### config.mk
export PLATFORM = sky130hd
export DESIGN_NAME = pmt_timer
export DESIGN_NICKNAME = d
export VERILOG_FILES = /design/src/hdl/pmt_pkg.sv /design/src/hdl/pmt_timer.sv
export VERILOG_INCLUDE_DIRS = /design/src /design/src/hdl
export SDC_FILE = /design/constraint.sdc
export NUM_CORES = 1
export LEC_CHECK = 0
export BUFFER_PORTS_ARGS = -buffer_cell sky130_fd_sc_hd__buf_2
export CORE_ASPECT_RATIO = 1.2
export CORE_MARGIN = 2
export CORE_UTILIZATION = 40
export DETAILED_ROUTE_END_ITERATION = 8
export PLACE_DENSITY = 0.66
export SLEW_MARGIN = 40
export SYNTH_ARGS = -nofsm -noshare
export SYNTH_HDL_FRONTEND = slang
export SYNTH_SLANG_ARGS = --single-unit
### constraint.sdc
create_clock -name clock -period 3.35 [get_ports clock]
set_input_delay 0.1675 -clock clock [delete_from_list [all_inputs] [get_ports clock]]
set_output_delay 0.1675 -clock clock [all_outputs]
set_load 0.01 [all_outputs]
### src/hdl/pmt_consts.svh
`ifndef PMT_CONSTS_SVH
`define PMT_CONSTS_SVH

// Register offsets on the plain register port
`define PMT_ADDR_START 4'h0
`define PMT_ADDR_MODE 4'h1
`define PMT_ADDR_COUNT 4'h2
`define PMT_ADDR_TRIG 4'h3
`define PMT_ADDR_IRQ 4'h4
`define PMT_ADDR_PRE 4'h5

// Field positions
`define PMT_RUN_LSB 5
`define PMT_RUN_MSB 7
`define PMT_MODE_OP_LSB 0
`define PMT_MODE_EDGE_LSB 2
`define PMT_MODE_OVF_BIT 5
`define PMT_MODE_SRC_LSB 6
`define PMT_TRIG_EN_LSB 2
`define PMT_TRIG_SEL_BIT 4
`define PMT_IRQ_FLAG_BIT 3
`define PMT_PRE_F2_BIT 0

// Reset and count values
`define PMT_STATE_RST '0
`define PMT_CNT_ZERO 16'h0000
`define PMT_CNT_MAX 16'hffff
`define PMT_CNT_ONE 16'h0001

// Prescaler terminal counts
`define PMT_PRE_ONE 5'h01
`define PMT_DIV2_MASK 5'h01
`define PMT_DIV8_MASK 5'h07
`define PMT_DIV32_MASK 5'h1f

`endif

### src/hdl/pmt_pkg.sv
package pmt_pkg;

    typedef enum logic [1:0] {
        PMT_OP_TIMER = 2'b00,
        PMT_OP_EVENT = 2'b01,
        PMT_OP_MEASURE = 2'b10,
        PMT_OP_RSVD = 2'b11
    } pmt_op_e;

    typedef enum logic [1:0] {
        PMT_EDGE_FALL = 2'b00,
        PMT_EDGE_RISE = 2'b01,
        PMT_EDGE_WIDTH = 2'b10,
        PMT_EDGE_RSVD = 2'b11
    } pmt_edge_e;

    typedef enum logic [1:0] {
        PMT_SRC_F1F2 = 2'b00,
        PMT_SRC_F8 = 2'b01,
        PMT_SRC_F32 = 2'b10,
        PMT_SRC_SUB_CLOCK_DIV32 = 2'b11
    } pmt_src_e;

    typedef struct packed {
        pmt_op_e op;
        pmt_edge_e edge_sel;
        pmt_src_e src;
        logic [2:0] run;
        logic ovf;
        logic ovf_aged;
        logic [1:0] trig_en;
        logic trig_sel;
        logic f2_sel;
        logic irq_flag;
        logic [15:0] counter;
        logic [15:0] reload;
        logic first_seen;
        logic active;
        logic pin_q;
        logic adc_start;
        logic [15:0] rdata;
        logic [4:0] pre_cnt;
    } pmt_state_s;

endpackage

### src/hdl/pmt_timer.sv
// The address map and the plain strobed port were chosen for this implementation.
`include "pmt_consts.svh"
`timescale 1ns/1ps
`default_nettype none

module pmt_timer #(
    parameter int CH = 0
) (
    // Clock and reset
    input wire logic clock,
    input wire logic rst_n,
    // Register port
    input wire logic [3:0] bus_addr,
    input wire logic [15:0] bus_wdata,
    input wire logic bus_write,
    input wire logic bus_read,
    output logic [15:0] bus_rdata,
    // Pins and neighbour events
    input wire logic measurement_input_pin,
    input wire logic sub_clock_div32_tick,
    input wire logic tb2_event,
    input wire logic rate_counter_underflow,
    input wire logic irq_accept,
    // Results
    output logic interrupt_request_flag,
    output logic overflow_flag,
    output logic adc_start
);

    localparam bit ADC_OK = (CH < 2);
    localparam int CH_IDX = ADC_OK ? CH : 0;

    pmt_pkg::pmt_state_s s_ff;
    pmt_pkg::pmt_state_s nxt_s;

    logic run_me;
    logic src_tick;
    logic count_tick;
    logic pin_rise;
    logic pin_fall;
    logic eff_edge;
    logic is_meas;
    logic adc_mode;
    logic trig_pulse;
    logic trig_go;
    logic meas_edge;
    logic ovf_evt;
    logic uf_evt;
    logic irq_req;
    logic wr_count;
    logic wr_mode;
    logic rd_count;

    assign run_me = s_ff.run[CH];
    assign is_meas = (s_ff.op == pmt_pkg::PMT_OP_MEASURE);
    assign adc_mode = ADC_OK && (s_ff.op == pmt_pkg::PMT_OP_TIMER) && s_ff.trig_en[CH_IDX];

    // Free prescaler; divided sources are single-cycle enables, not clocks
    always_comb begin
        case (s_ff.src)
            pmt_pkg::PMT_SRC_F1F2: src_tick = s_ff.f2_sel ? ((s_ff.pre_cnt & `PMT_DIV2_MASK) == `PMT_DIV2_MASK) : 1'b1;
            pmt_pkg::PMT_SRC_F8: src_tick = ((s_ff.pre_cnt & `PMT_DIV8_MASK) == `PMT_DIV8_MASK);
            pmt_pkg::PMT_SRC_F32: src_tick = (s_ff.pre_cnt == `PMT_DIV32_MASK);
            default: src_tick = sub_clock_div32_tick;
        endcase
    end

    assign count_tick = run_me && src_tick;

    assign pin_rise = measurement_input_pin && !s_ff.pin_q;
    assign pin_fall = !measurement_input_pin && s_ff.pin_q;

    // Reserved edge code never captures, so the channel just free-runs
    always_comb begin
        case (s_ff.edge_sel)
            pmt_pkg::PMT_EDGE_FALL: eff_edge = pin_fall;
            pmt_pkg::PMT_EDGE_RISE: eff_edge = pin_rise;
            pmt_pkg::PMT_EDGE_WIDTH: eff_edge = pin_rise || pin_fall;
            default: eff_edge = 1'b0;
        endcase
    end

    assign meas_edge = run_me && is_meas && eff_edge;
    assign ovf_evt = count_tick && is_meas && !eff_edge && (s_ff.counter == `PMT_CNT_MAX);
    assign uf_evt = s_ff.active && adc_mode && count_tick && (s_ff.counter == `PMT_CNT_ZERO);
    assign trig_pulse = s_ff.trig_sel ? rate_counter_underflow : tb2_event;
    assign trig_go = run_me && adc_mode && trig_pulse && !s_ff.active;
    assign irq_req = (meas_edge && s_ff.first_seen) || ovf_evt || uf_evt;
    assign wr_count = bus_write && (bus_addr == `PMT_ADDR_COUNT);
    assign wr_mode = bus_write && (bus_addr == `PMT_ADDR_MODE);
    assign rd_count = bus_read && (bus_addr == `PMT_ADDR_COUNT);

    always_comb begin
        nxt_s = s_ff;
        nxt_s.adc_start = 1'b0;
        nxt_s.rdata = `PMT_CNT_ZERO;
        nxt_s.pin_q = measurement_input_pin;
        nxt_s.pre_cnt = s_ff.pre_cnt + `PMT_PRE_ONE;
        if (!run_me) begin
            nxt_s.first_seen = 1'b0;
            nxt_s.active = 1'b0;
        end
        // Leaving A/D trigger mode drops a countdown, so no stale start pulse follows later
        if (!adc_mode) begin
            nxt_s.active = 1'b0;
        end
        if (is_meas) begin
            if (meas_edge) begin
                nxt_s.reload = s_ff.counter;
                nxt_s.counter = `PMT_CNT_ZERO;
                nxt_s.first_seen = 1'b1;
            end else if (count_tick) begin
                nxt_s.counter = s_ff.counter + `PMT_CNT_ONE;
            end
        end else if (s_ff.active && count_tick) begin
            if (uf_evt) begin
                nxt_s.counter = s_ff.reload;
                nxt_s.active = 1'b0;
                nxt_s.adc_start = 1'b1;
            end else begin
                nxt_s.counter = s_ff.counter - `PMT_CNT_ONE;
            end
        end
        if (trig_go) begin
            nxt_s.active = 1'b1;
        end
        // The overflow flag only becomes clearable once a count tick has passed since it was set
        if (s_ff.ovf && count_tick) begin
            nxt_s.ovf_aged = 1'b1;
        end
        if (bus_write) begin
            if (bus_addr == `PMT_ADDR_START) begin
                nxt_s.run = bus_wdata[`PMT_RUN_MSB:`PMT_RUN_LSB];
            end else if (bus_addr == `PMT_ADDR_MODE) begin
                nxt_s.op = pmt_pkg::pmt_op_e'(bus_wdata[`PMT_MODE_OP_LSB +: 2]);
                nxt_s.edge_sel = pmt_pkg::pmt_edge_e'(bus_wdata[`PMT_MODE_EDGE_LSB +: 2]);
                nxt_s.src = pmt_pkg::pmt_src_e'(bus_wdata[`PMT_MODE_SRC_LSB +: 2]);
                if (s_ff.ovf_aged && run_me) begin
                    nxt_s.ovf = 1'b0;
                    nxt_s.ovf_aged = 1'b0;
                end
            end else if (bus_addr == `PMT_ADDR_COUNT) begin
                if (!is_meas) begin
                    nxt_s.reload = bus_wdata;
                    if (!s_ff.active) begin
                        nxt_s.counter = bus_wdata;
                    end
                end
            end else if (bus_addr == `PMT_ADDR_TRIG) begin
                nxt_s.trig_en = bus_wdata[`PMT_TRIG_EN_LSB +: 2];
                nxt_s.trig_sel = bus_wdata[`PMT_TRIG_SEL_BIT];
            end else if (bus_addr == `PMT_ADDR_IRQ) begin
                if (!bus_wdata[`PMT_IRQ_FLAG_BIT]) begin
                    nxt_s.irq_flag = 1'b0;
                end
            end else if (bus_addr == `PMT_ADDR_PRE) begin
                nxt_s.f2_sel = bus_wdata[`PMT_PRE_F2_BIT];
            end
        end
        if (irq_accept) begin
            nxt_s.irq_flag = 1'b0;
        end
        // Set beats clear so no event is lost against a software clear
        if (irq_req) begin
            nxt_s.irq_flag = 1'b1;
        end
        if (ovf_evt) begin
            nxt_s.ovf = 1'b1;
            nxt_s.ovf_aged = 1'b0;
        end
        if (bus_read) begin
            if (bus_addr == `PMT_ADDR_START) begin
                nxt_s.rdata = {8'h00, s_ff.run, 5'h00};
            end else if (bus_addr == `PMT_ADDR_MODE) begin
                nxt_s.rdata = {8'h00, s_ff.src, s_ff.ovf, 1'b0, s_ff.edge_sel, s_ff.op};
            end else if (bus_addr == `PMT_ADDR_COUNT) begin
                nxt_s.rdata = is_meas ? s_ff.reload : s_ff.counter;
            end else if (bus_addr == `PMT_ADDR_TRIG) begin
                nxt_s.rdata = {11'h000, s_ff.trig_sel, s_ff.trig_en, 2'h0};
            end else if (bus_addr == `PMT_ADDR_IRQ) begin
                nxt_s.rdata = {12'h000, s_ff.irq_flag, 3'h0};
            end else if (bus_addr == `PMT_ADDR_PRE) begin
                nxt_s.rdata = {15'h0000, s_ff.f2_sel};
            end
        end
    end

    always_ff @(posedge clock or negedge rst_n) begin
        if (!rst_n) begin
            s_ff <= `PMT_STATE_RST;
        end else begin
            s_ff <= nxt_s;
        end
    end

    assign bus_rdata = s_ff.rdata;
    assign interrupt_request_flag = s_ff.irq_flag;
    assign overflow_flag = s_ff.ovf;
    assign adc_start = s_ff.adc_start;
endmodule

`default_nettype wire

==> impl_metrics.tcl, run 1 <==
set metrics [dict create \
    crit_fanout 10 \
    cts-root-buf "clkbuf_16" \
    holdPathStages 3 \
    synthArstFlopShare_pct 100 \
    synth_area_leader_cell "dfrtp_1" \
    cts_tree "done" \
    dp_hpwl_mm 9.71 \
    crit_buf_inv 0 \
    clkTransAtPathRegs_ps 60 \
    post-cts-setup-buffers 0 \
    hp-class "primary input to flip-flop" \
    r2r_slack_ps 690 \
    drtAntennaViolNets 0 \
    hold_start "bus_wdata[8]" \
    reg2reg_depth 8 \
    place.gp.congestion 0.977 \
    status "finished clean" \
    finalCritPeriodShare_pct 79.5 \
    fin_nets 578 \
    synthesis.nets 567 \
    viasPerCell 5.93 \
    rows 44 \
    ys_types 72 \
    place_area_sq_um 5050 \
    first_global_vias 4050 \
    r2r_end "s_ff[50]" \
    endpoint_kind "flip-flop" \
    ctsResizeCount 0 \
    grt_setup_unrepaired "false" \
    final.setup_skew_ps 4.94 \
    ys_warn_count 0 \
    syn_inst 530 \
    fmax_ghz 0.376 \
    grt_pass1_wl_mm 22.3 \
    max_cap_violations 0 \
    ys.flop_type "dfrtp_1" \
    r2r-start "s_ff[0]" \
    slowest_stage "a32oi_2" \
    ys_ff_latch 73 \
    max-vdd-ir-drop_mv 0.307 \
    crit_chain "ha_1 -> and3_1 -> ha_1 -> mux2_2 -> a32oi_2 -> nor3_1 -> and3_1 -> a2111o_1" \
    antenna_cells 0 \
    first_pass_iters 5 \
    cts.sinks 73 \
    cp.arrival_ps 2890 \
    clk_latency_ps 340 \
    vias 4196 \
    cts_htree_levels 3 \
    hold_end "s_ff[33]" \
    setup_viol 0 \
    worstMarginPinSlew_ps 830 \
    fin_area_sq_um 5380 \
    synth_edf_count 0 \
    synth_top_cell_area_share_pct 37.7 \
    period_minus_slack_ps 2660 \
    drc_errors 0 \
    initial_core_util_pct 40.6 \
    netlist_area_sq_um 4850 \
    grt_use_total_pct 21.9 \
    yosys-top-cells-area "dfrtp_1, mux2i_1, mux2_2" \
    powerDensity_nw_per_um2 727 \
    areaGrowthSynthToFinish_pct 10.9 \
    p_leak_uw 0.00235 \
    drive_gt1_share_pct 20.5 \
    crit_type "flip-flop to flip-flop" \
    drt_iter0_markers 368 \
    core_sq_um 11900 \
    drv_slew 0 \
    hold_viol_final 0 \
    tns_ps 0 \
    die_h_um 125 \
    grt_overflow 0 \
    syn_avg_cell_area_sq_um 9.15 \
    wl_mm 13.8 \
    grt_antenna_before_repair 0 \
    slowest_delay_ps 500 \
    ctsLongestPathBuffers 2 \
    worstPathRequired_ps 3580 \
    die_x_um 105 \
    grt_max_degree 74 \
    numPortBuffers 47 \
    dieArea_sq_um 13000 \
    path_delay_family "compound AO/OA/AOI/OAI gates" \
    ioPinCount 48 \
    synth-seq-area-share_pct 37.7 \
    relSlewSlack_pct 44.3 \
    crit_path_start_kind "flip-flop" \
    post_drt_wl_per_cell_um 19.4 \
    cts_buffers 9 \
]
sequential cells by signal, summed over array words and instances (netlist names):
register and cells:
run_me 1, s_ff 53, interrupt_request_flag 1, bus_rdata 16
overflow_flag 1, adc_start 1
power breakdown:
| part | internal (uW) | switching [uW] |
|---|---|---|
| clock network | 623 | 397 |
| logic | 628 | 692 |
| registers | 1110 | 465 |
| total | 2360 | 1550 |
worst reg2reg max path, delay by kind of cell, from the launching register on:
| family | cells | cell delay, ps |
|---|---|---|
| AND/OR/NAND/NOR | 3 | 660 |
| multiplexers | 1 | 280 |
| AO/OA/AOI/OAI | 2 | 770 |
| adder cells (fa/ha/maj) | 2 | 420 |
| flip-flops | 1 | 420 |
synthesized netlist by cell type, types with 3 or more instances:
| master | n |
|---|---|
| nor2_1 | 35 |
| or3_1 | 6 |
| ha_1 | 8 |
| o21ai_0 | 9 |
| nand2_1 | 56 |
| dfrtp_1 | 73 |
| clkbuf_1 | 18 |
| inv_1 | 6 |
| mux2_2 | 19 |
| nor4b_1 | 4 |
| a32oi_1 | 3 |
| nor3b_1 | 5 |
| nand4b_1 | 3 |
| xnor2_1 | 18 |
| a21o_1 | 4 |
| nor4_1 | 4 |
| and4_1 | 4 |
| a21oi_1 | 36 |
| buf_1 | 3 |
| o22ai_1 | 4 |
| and2_1 | 8 |
| a211oi_1 | 5 |
| mux2i_1 | 25 |
| a32o_1 | 4 |
| o21ai_1 | 3 |
| buf_4 | 17 |
| nor3_1 | 12 |
| and3_1 | 10 |
| nor2b_1 | 4 |
| nand3_1 | 16 |
| buf_6 | 3 |
| xor2_1 | 6 |
| nand4_1 | 12 |
| nand2b_1 | 10 |
| o211ai_1 | 16 |
| nand3b_1 | 3 |
| buf_2 | 16 |
worst max-delay path by stage:
stage / startpoint / end / slack [ps] / cells past startpoint
after detailed placement: s_ff[0] / s_ff[50] / 740 / 8
after global routing: s_ff[0] / s_ff[50] / 540 / 8
after global placement: s_ff[0] / s_ff[50] / 810 / 8
final: s_ff[0] / s_ff[50] / 690 / 8
after floorplan: s_ff[41] / s_ff[55] / 990 / 9
after CTS: s_ff[0] / s_ff[50] / 710 / 8
cells by family (layout without fill, tap and decap cells):
family	Yosys count	after routing	share of synthesized area, %
xor gates and xnor gates	24	24	4.33
DFF	73	73	37.7
AOI/OAI and AO/OA	105	105	14.7
adders and majority gates	8	8	2.06
buffers and inverters	65	81	7.25
muxes	45	45	10.0
and+or+nand+nor	210	210	23.9
metal layers:
layer | part of all wire (%) | vias to the layer above | global-route usage, % | wire (um)
li1 | - | 1921 | - | -
met1 | 43 | 2054 | 29.2 | 5850
met2 | 47 | 176 | 33.9 | 6470
met3 | 6.6 | 45 | 4.50 | 904
met4 | 3.8 | 0 | 10.2 | 523
met5 | 0 | - | 0 | 0
final cells by class:
class | instances | area (sq um)
inverter | 7 | 26.3
clock inverter | 5 | 61.3
tap | 161 | 201
timing repair buffer | 58 | 329
fill | 1196 | 6570
sequential | 73 | 1830
clock buffer | 11 | 253
multi-input combinational | 392 | 2680
what timing repair did:
| action | 4_1_cts | 5_1_grt |
|---|---|---|
| hold buffers | 2 | 0 |
| endpoints found under the setup margin | 0 | 0 |
| hold endpoints to repair | 74 | 0 |
layout by cell type, fill, tap and decap left out, types with 8 or more instances in the layout:
| master | synthesis | final |
|---|---|---|
| nand2b_1 | 10 | 9 |
| nand3_1 | 16 | 16 |
| o21ai_0 | 9 | 9 |
| ha_1 | 8 | 8 |
| and3_1 | 10 | 10 |
| nor3_1 | 12 | 12 |
| xnor2_1 | 18 | 18 |
| nor2_1 | 35 | 35 |
| nand4_1 | 12 | 12 |
| mux2_2 | 19 | 19 |
| clkbuf_16 | 0 | 9 |
| and2_1 | 8 | 8 |
| nand2_1 | 56 | 56 |
| mux2i_1 | 25 | 25 |
| o211ai_1 | 16 | 16 |
| dfrtp_1 | 73 | 73 |
| buf_4 | 17 | 9 |
| buf_2 | 16 | 46 |
| a21oi_1 | 36 | 36 |
stage by stage:
stage / total power (uW) / utilization, % / cells / hold WS [ps] / setup slack (ps)
finish: 3910 / 45.0 / 707 / 96.0 / 688
global route: 4160 / 45.0 / 707 / 105 / 539
CTS: 3900 / 45.0 / 707 / 96.9 / 713
detailed placement: 2870 / 42.2 / 689 / 238 / 736
global placement: 2830 / 42.2 / 689 / 310 / 811
floorplan: 2510 / - / 530 / -128 / 986
(Power assumes the default switching activity.)
==> inputs of run 2 (changes only) <==
==> constraint.sdc (replaced) <==
create_clock -name clock -period 2.68 [get_ports clock]
set_input_delay 0.134 -clock clock [delete_from_list [all_inputs] [get_ports clock]]
set_output_delay 0.134 -clock clock [all_outputs]
set_load 0.01 [all_outputs]
==> run 2 against run 1 <==
  * Utilization grew 0.87 points
  * Clock-buffer cell count shrank 1
  * Combinational power grew 44%
  * Fmax grew 4.7%
  * First-iteration DRC count shrank 33%
  * Die area is the same
  * Routed wire length grew 1.5%
  * Clock power grew 25%
  * Sequential cell count is the same
  * Via count shrank 0.19%
  * Non-clock buffer count grew 14
  * Critical path depth shrank 1
  * Largest power group is now combinational cells
==> impl_metrics.tcl, run 2 (same netlist as run 1, synthesis figures left out) <==
set metrics [dict create \
    status "finished clean" \
    final_common_cell "dfrtp_1" \
    final.setup_skew_ps 6.32 \
    die_h_um 125 \
    crit_top_cell "ha_1" \
    max_cap_violations 0 \
    ctsResizeCount 0 \
    dp_hpwl_mm 10.2 \
    crit_fanout 9 \
    hold_start "bus_wdata[10]" \
    ctsLongestPathBuffers 2 \
    largest_reg_flops 53 \
    slowest_delay_ps 580 \
    crit_path_start_kind "flip-flop" \
    drc_errors 0 \
    viasPerCell 5.82 \
    timing.hold.ws_ps 60.5 \
    clkTransAtPathRegs_ps 60 \
    drtAntennaViolNets 0 \
    max-vdd-ir-drop_mv 0.401 \
    grtUsageMet3_pct 4.45 \
    crit_chain "ha_1 -> and3_1 -> ha_1 -> mux4_2 -> nand3_2 -> inv_2 -> a2111o_1" \
    grt_setup_unrepaired "false" \
    rows 44 \
    worstPathRequired_ps 2900 \
    place_area_sq_um 5150 \
    cts_tree "done" \
    cts-root-buf "clkbuf_16" \
    period_minus_slack_ps 2540 \
    relSlewSlack_pct 52.5 \
    finalCritPeriodShare_pct 94.8 \
    hold_viol_final 0 \
    setup_viol 0 \
    hold_end "s_ff[35]" \
    grt_antenna_before_repair 0 \
    final_cell_mix "dfrtp_1, nand2_1, buf_2" \
    use_met2_pct 36.6 \
    fin_nets 592 \
    p_leak_uw 0.00242 \
    reg2reg_depth 7 \
    place.gp.congestion 0.969 \
    slowest_stage "mux4_2" \
    areaGrowthSynthToFinish_pct 13.1 \
    antenna_cells 0 \
    cts_htree_levels 3 \
    cts_buffers 9 \
    first_pass_iters 4 \
    dieArea_sq_um 13000 \
    fin_cells 720 \
    tns_ps 0 \
    wl_mm 14.0 \
    drive_gt1_share_pct 22.2 \
    dp_cells 703 \
    grtUsageMet1_pct 28.4 \
    post_drt_wl_per_cell_um 19.4 \
    grt_pass1_wl_mm 22.5 \
    endpoint_kind "flip-flop" \
    busiest_layer "met2" \
    regMostFlops "s_ff" \
    core_sq_um 11900 \
    crit_type "flip-flop to flip-flop" \
    r2r_end "s_ff[50]" \
    grt_use_total_pct 22.4 \
    fin_area_sq_um 5480 \
    cp.arrival_ps 2760 \
    die_x_um 105 \
    crit_buf_inv 1 \
    vias 4188 \
    path_delay_family "multiplexers" \
    initial_core_util_pct 40.6 \
    drv_slew 0 \
    worstMarginPinSlew_ps 711 \
    grt_max_degree 74 \
    cts.sinks 73 \
    r2r_slack_ps 140 \
    r2r-start "s_ff[0]" \
    grt_overflow 0 \
    numPortBuffers 47 \
    powerDensity_nw_per_um2 913 \
    post-cts-setup-buffers 0 \
    ioPinCount 48 \
    holdPathStages 3 \
    hp-class "primary input to flip-flop" \
    clk_latency_ps 350 \
    drt_iter0_markers 247 \
    fmax_ghz 0.393 \
    first_global_vias 4158 \
]
## run 2: worst max-delay path by stage
stage	to	slack, ps	from	cells after the start
2_1_floorplan	s_ff[55]	320	s_ff[41]	9
3_3_place_gp	s_ff[50]	250	s_ff[0]	7
3_5_place_dp	s_ff[50]	160	s_ff[0]	7
4_1_cts	s_ff[50]	140	s_ff[0]	7
5_1_grt	s_ff[50]	40	s_ff[0]	7
6_report	s_ff[50]	140	s_ff[0]	7
## run 2: timing repair
| action | in CTS | in global routing |
|---|---|---|
| endpoints found under the hold margin | 74 | 0 |
| endpoints found under the setup margin | 0 | 0 |
| hold buffers | 2 | 0 |
## run 2: power breakdown
part | internal (uW) | switching [uW] | total, uW
Clock | 809 | 467 | 1280
Combinational | 866 | 1030 | 1900
Sequential | 1390 | 447 | 1830
## run 2: per-stage QoR
stage                     worst slack, ps  power [uW]  utilization [%]
after floorplan                       316        3130                -
after global placement                252        3660             43.1
after detailed placement              160        3710             43.1
after CTS                             140        5010             45.9
after global routing                 39.3        5310             45.9
final                                 138        5010             45.9
## run 2: routing by layer
layer | share of wire (%) | routed length (um)
met5 | 0 | 0
met4 | 2.9 | 402
met3 | 5.7 | 797
met2 | 49 | 6880
met1 | 42 | 5880
## run 2: area by class of cell
class                           instances  area, sq um
Fill cell                            1162         6460
Multi-Input combinational cell        392         2690
Sequential cell                        73         1830
Timing Repair Buffer                   72          434
Clock buffer                           10          229
Tap cell                              161          201
Clock inverter                          5         81.3
Inverter                                7         26.3
## run 2: worst min-delay path: stages
cell and delay (ps):
buf_2 90, nor2_1 40, a21oi_1 100
==> inputs of run 3 (changes only) <==
--- a/config.mk
+++ b/config.mk
@@ -11,6 +11,7 @@
 export CORE_MARGIN = 2
 export CORE_UTILIZATION = 40
 export DETAILED_ROUTE_END_ITERATION = 8
+export MAX_ROUTING_LAYER = met4
 export PLACE_DENSITY = 0.66
 export SLEW_MARGIN = 40
 export SYNTH_ARGS = -nofsm -noshare
==> run 3 against run 2 <==
  * Hold slack improved by 2.9 ps
  * Clock-buffer cell count unchanged
  * Power increased by 1.1%
  * Non-clock buffer count rose by 2
  * Via count is 1.2% higher
  * Utilization increased by 0.30 points
  * Sequential cell count unchanged
  * Clock skew rose by 2.7 ps
  * Routed wire length rose by 2.4%
  * Register-to-register slack gained 30 ps
  * Largest cell class unchanged
  * Largest power group unchanged
  * Highest routed layer unchanged
==> impl_metrics.tcl, run 3 (same netlist as run 1, synthesis figures left out) <==
set metrics [dict create \
    finalCritPeriodShare_pct 93.6 \
    final.setup_skew_ps 8.97 \
    cp.arrival_ps 2740 \
    clkTransAtPathRegs_ps 60 \
    largest_reg_flops 53 \
    worstPathRequired_ps 2910 \
    grt_overflow 0 \
    cts.sinks 73 \
    hold_viol_final 0 \
    place.gp.congestion 0.948 \
    reg2reg_depth 7 \
    grt_max_degree 74 \
    crit_buf_inv 1 \
    r2r-start "s_ff[0]" \
    relSlewSlack_pct 53.8 \
    dp_hpwl_mm 10.5 \
    ctsResizeCount 0 \
    cts_htree_levels 3 \
    die_h_um 125 \
    period_minus_slack_ps 2510 \
    grt_use_total_pct 23.2 \
    antenna_cells 0 \
    hold_start "bus_wdata[9]" \
    status "finished clean" \
    drtAntennaViolNets 0 \
    cts_tree "done" \
    place_area_sq_um 5180 \
    cts-root-buf "clkbuf_16" \
    slowest_delay_ps 580 \
    rows 44 \
    path_delay_family "multiplexers" \
    hp-class "primary input to flip-flop" \
    vias 4239 \
    max_cap_violations 0 \
    post_drt_wl_per_cell_um 19.8 \
    numPortBuffers 47 \
    powerDensity_nw_per_um2 917 \
    slowest_stage "mux4_2" \
    drc_errors 0 \
    die_x_um 105 \
    fin_nets 594 \
    crit_type "flip-flop to flip-flop" \
    max-vdd-ir-drop_mv 0.568 \
    setup_viol 0 \
    crit_path_start_kind "flip-flop" \
    crit_chain "ha_1 -> and3_1 -> ha_1 -> mux4_2 -> nand3_2 -> inv_2 -> a2111o_1" \
    regMostFlops "s_ff" \
    ctsLongestPathBuffers 2 \
    endpoint_kind "flip-flop" \
    r2r_end "s_ff[50]" \
    grt_antenna_before_repair 0 \
    viasPerCell 5.86 \
    first_global_vias 4036 \
    hold_end "s_ff[34]" \
    crit_fanout 9 \
    fin_area_sq_um 5520 \
    tns_ps 0 \
    finalWorstSetupSlack_ps 171 \
    fmax_ghz 0.399 \
    holdPathStages 3 \
    drive_gt1_share_pct 22.6 \
    ioPinCount 48 \
    cts_buffers 9 \
    final_cell_mix "dfrtp_1, nand2_1, buf_2" \
    dieArea_sq_um 13000 \
    core_sq_um 11900 \
    grt_pass1_wl_mm 22.6 \
    clk_latency_ps 350 \
    initial_core_util_pct 40.6 \
    first_pass_iters 5 \
    worstMarginPinSlew_ps 694 \
    drv_slew 0 \
    r2r_slack_ps 170 \
    crit_top_cell "ha_1" \
    wl_mm 14.3 \
    post-place-ws_ps 191 \
    grt_setup_unrepaired "false" \
    final_core_util_pct 46.2 \
    final_common_cell "dfrtp_1" \
    p_leak_uw 0.00244 \
    drt_iter0_markers 275 \
    areaGrowthSynthToFinish_pct 13.8 \
]
run 3: area by class of cell:
| type | instances | area, sq um |
|---|---|---|
| Clock inverter | 6 | 90.1 |
| Multi-Input combinational cell | 392 | 2690 |
| Tap cell | 161 | 201 |
| Timing Repair Buffer | 74 | 462 |
| Sequential cell | 73 | 1830 |
| Inverter | 7 | 26.3 |
| Clock buffer | 10 | 229 |
| Fill cell | 1176 | 6430 |
run 3: worst max path at each step:
stage,from,end,slack [ps],cells past startpoint
2_1_floorplan,s_ff[41],s_ff[55],320,9
3_3_place_gp,s_ff[0],s_ff[43],310,9
3_5_place_dp,s_ff[0],s_ff[50],190,7
4_1_cts,s_ff[0],s_ff[50],180,7
5_1_grt,s_ff[41],s_ff[45],60,7
6_report,s_ff[0],s_ff[50],170,7
run 3: timing repair:
| item | in CTS | in global routing |
|---|---|---|
| hold endpoints to repair | 74 | 0 |
| setup buffers | 0 | 0 |
| hold buffers | 2 | 0 |
run 3: routing by layer:
layer / global-route usage [%] / wire length [um] / up-vias
met3: 3.45 / 658 / 29
met2: 37.9 / 7230 / 155
met1: 28.6 / 5960 / 2102
met4: 10.2 / 438 / 0
met5: - / 0 / -
li1: - / - / 1953
run 3: power by group:
part | total (uW) | internal [uW] | switching [uW]
Sequential | 1820 | 1390 | 431
Combinational | 1940 | 873 | 1060
Clock | 1310 | 818 | 490
run 3: per-stage QoR:
| step | hold slack, ps | std cells | total power [uW] |
|---|---|---|---|
| 6_report | 63.4 | 723 | 5060 |
| 5_1_grt | 72.0 | 723 | 5360 |
| 4_1_cts | 53.8 | 723 | 5050 |
| 3_5_place_dp | 204 | 705 | 3730 |
| 3_3_place_gp | 277 | 705 | 3700 |
| 2_1_floorplan | -162 | 530 | 3130 |
run 3: worst register-to-register path: stages (launching register included):
cell      delay (ps)
dfrtp_1          410
ha_1             230
and3_1           160
ha_1             190
mux4_2           580
nand3_2          230
inv_2            150
a2111o_1         430
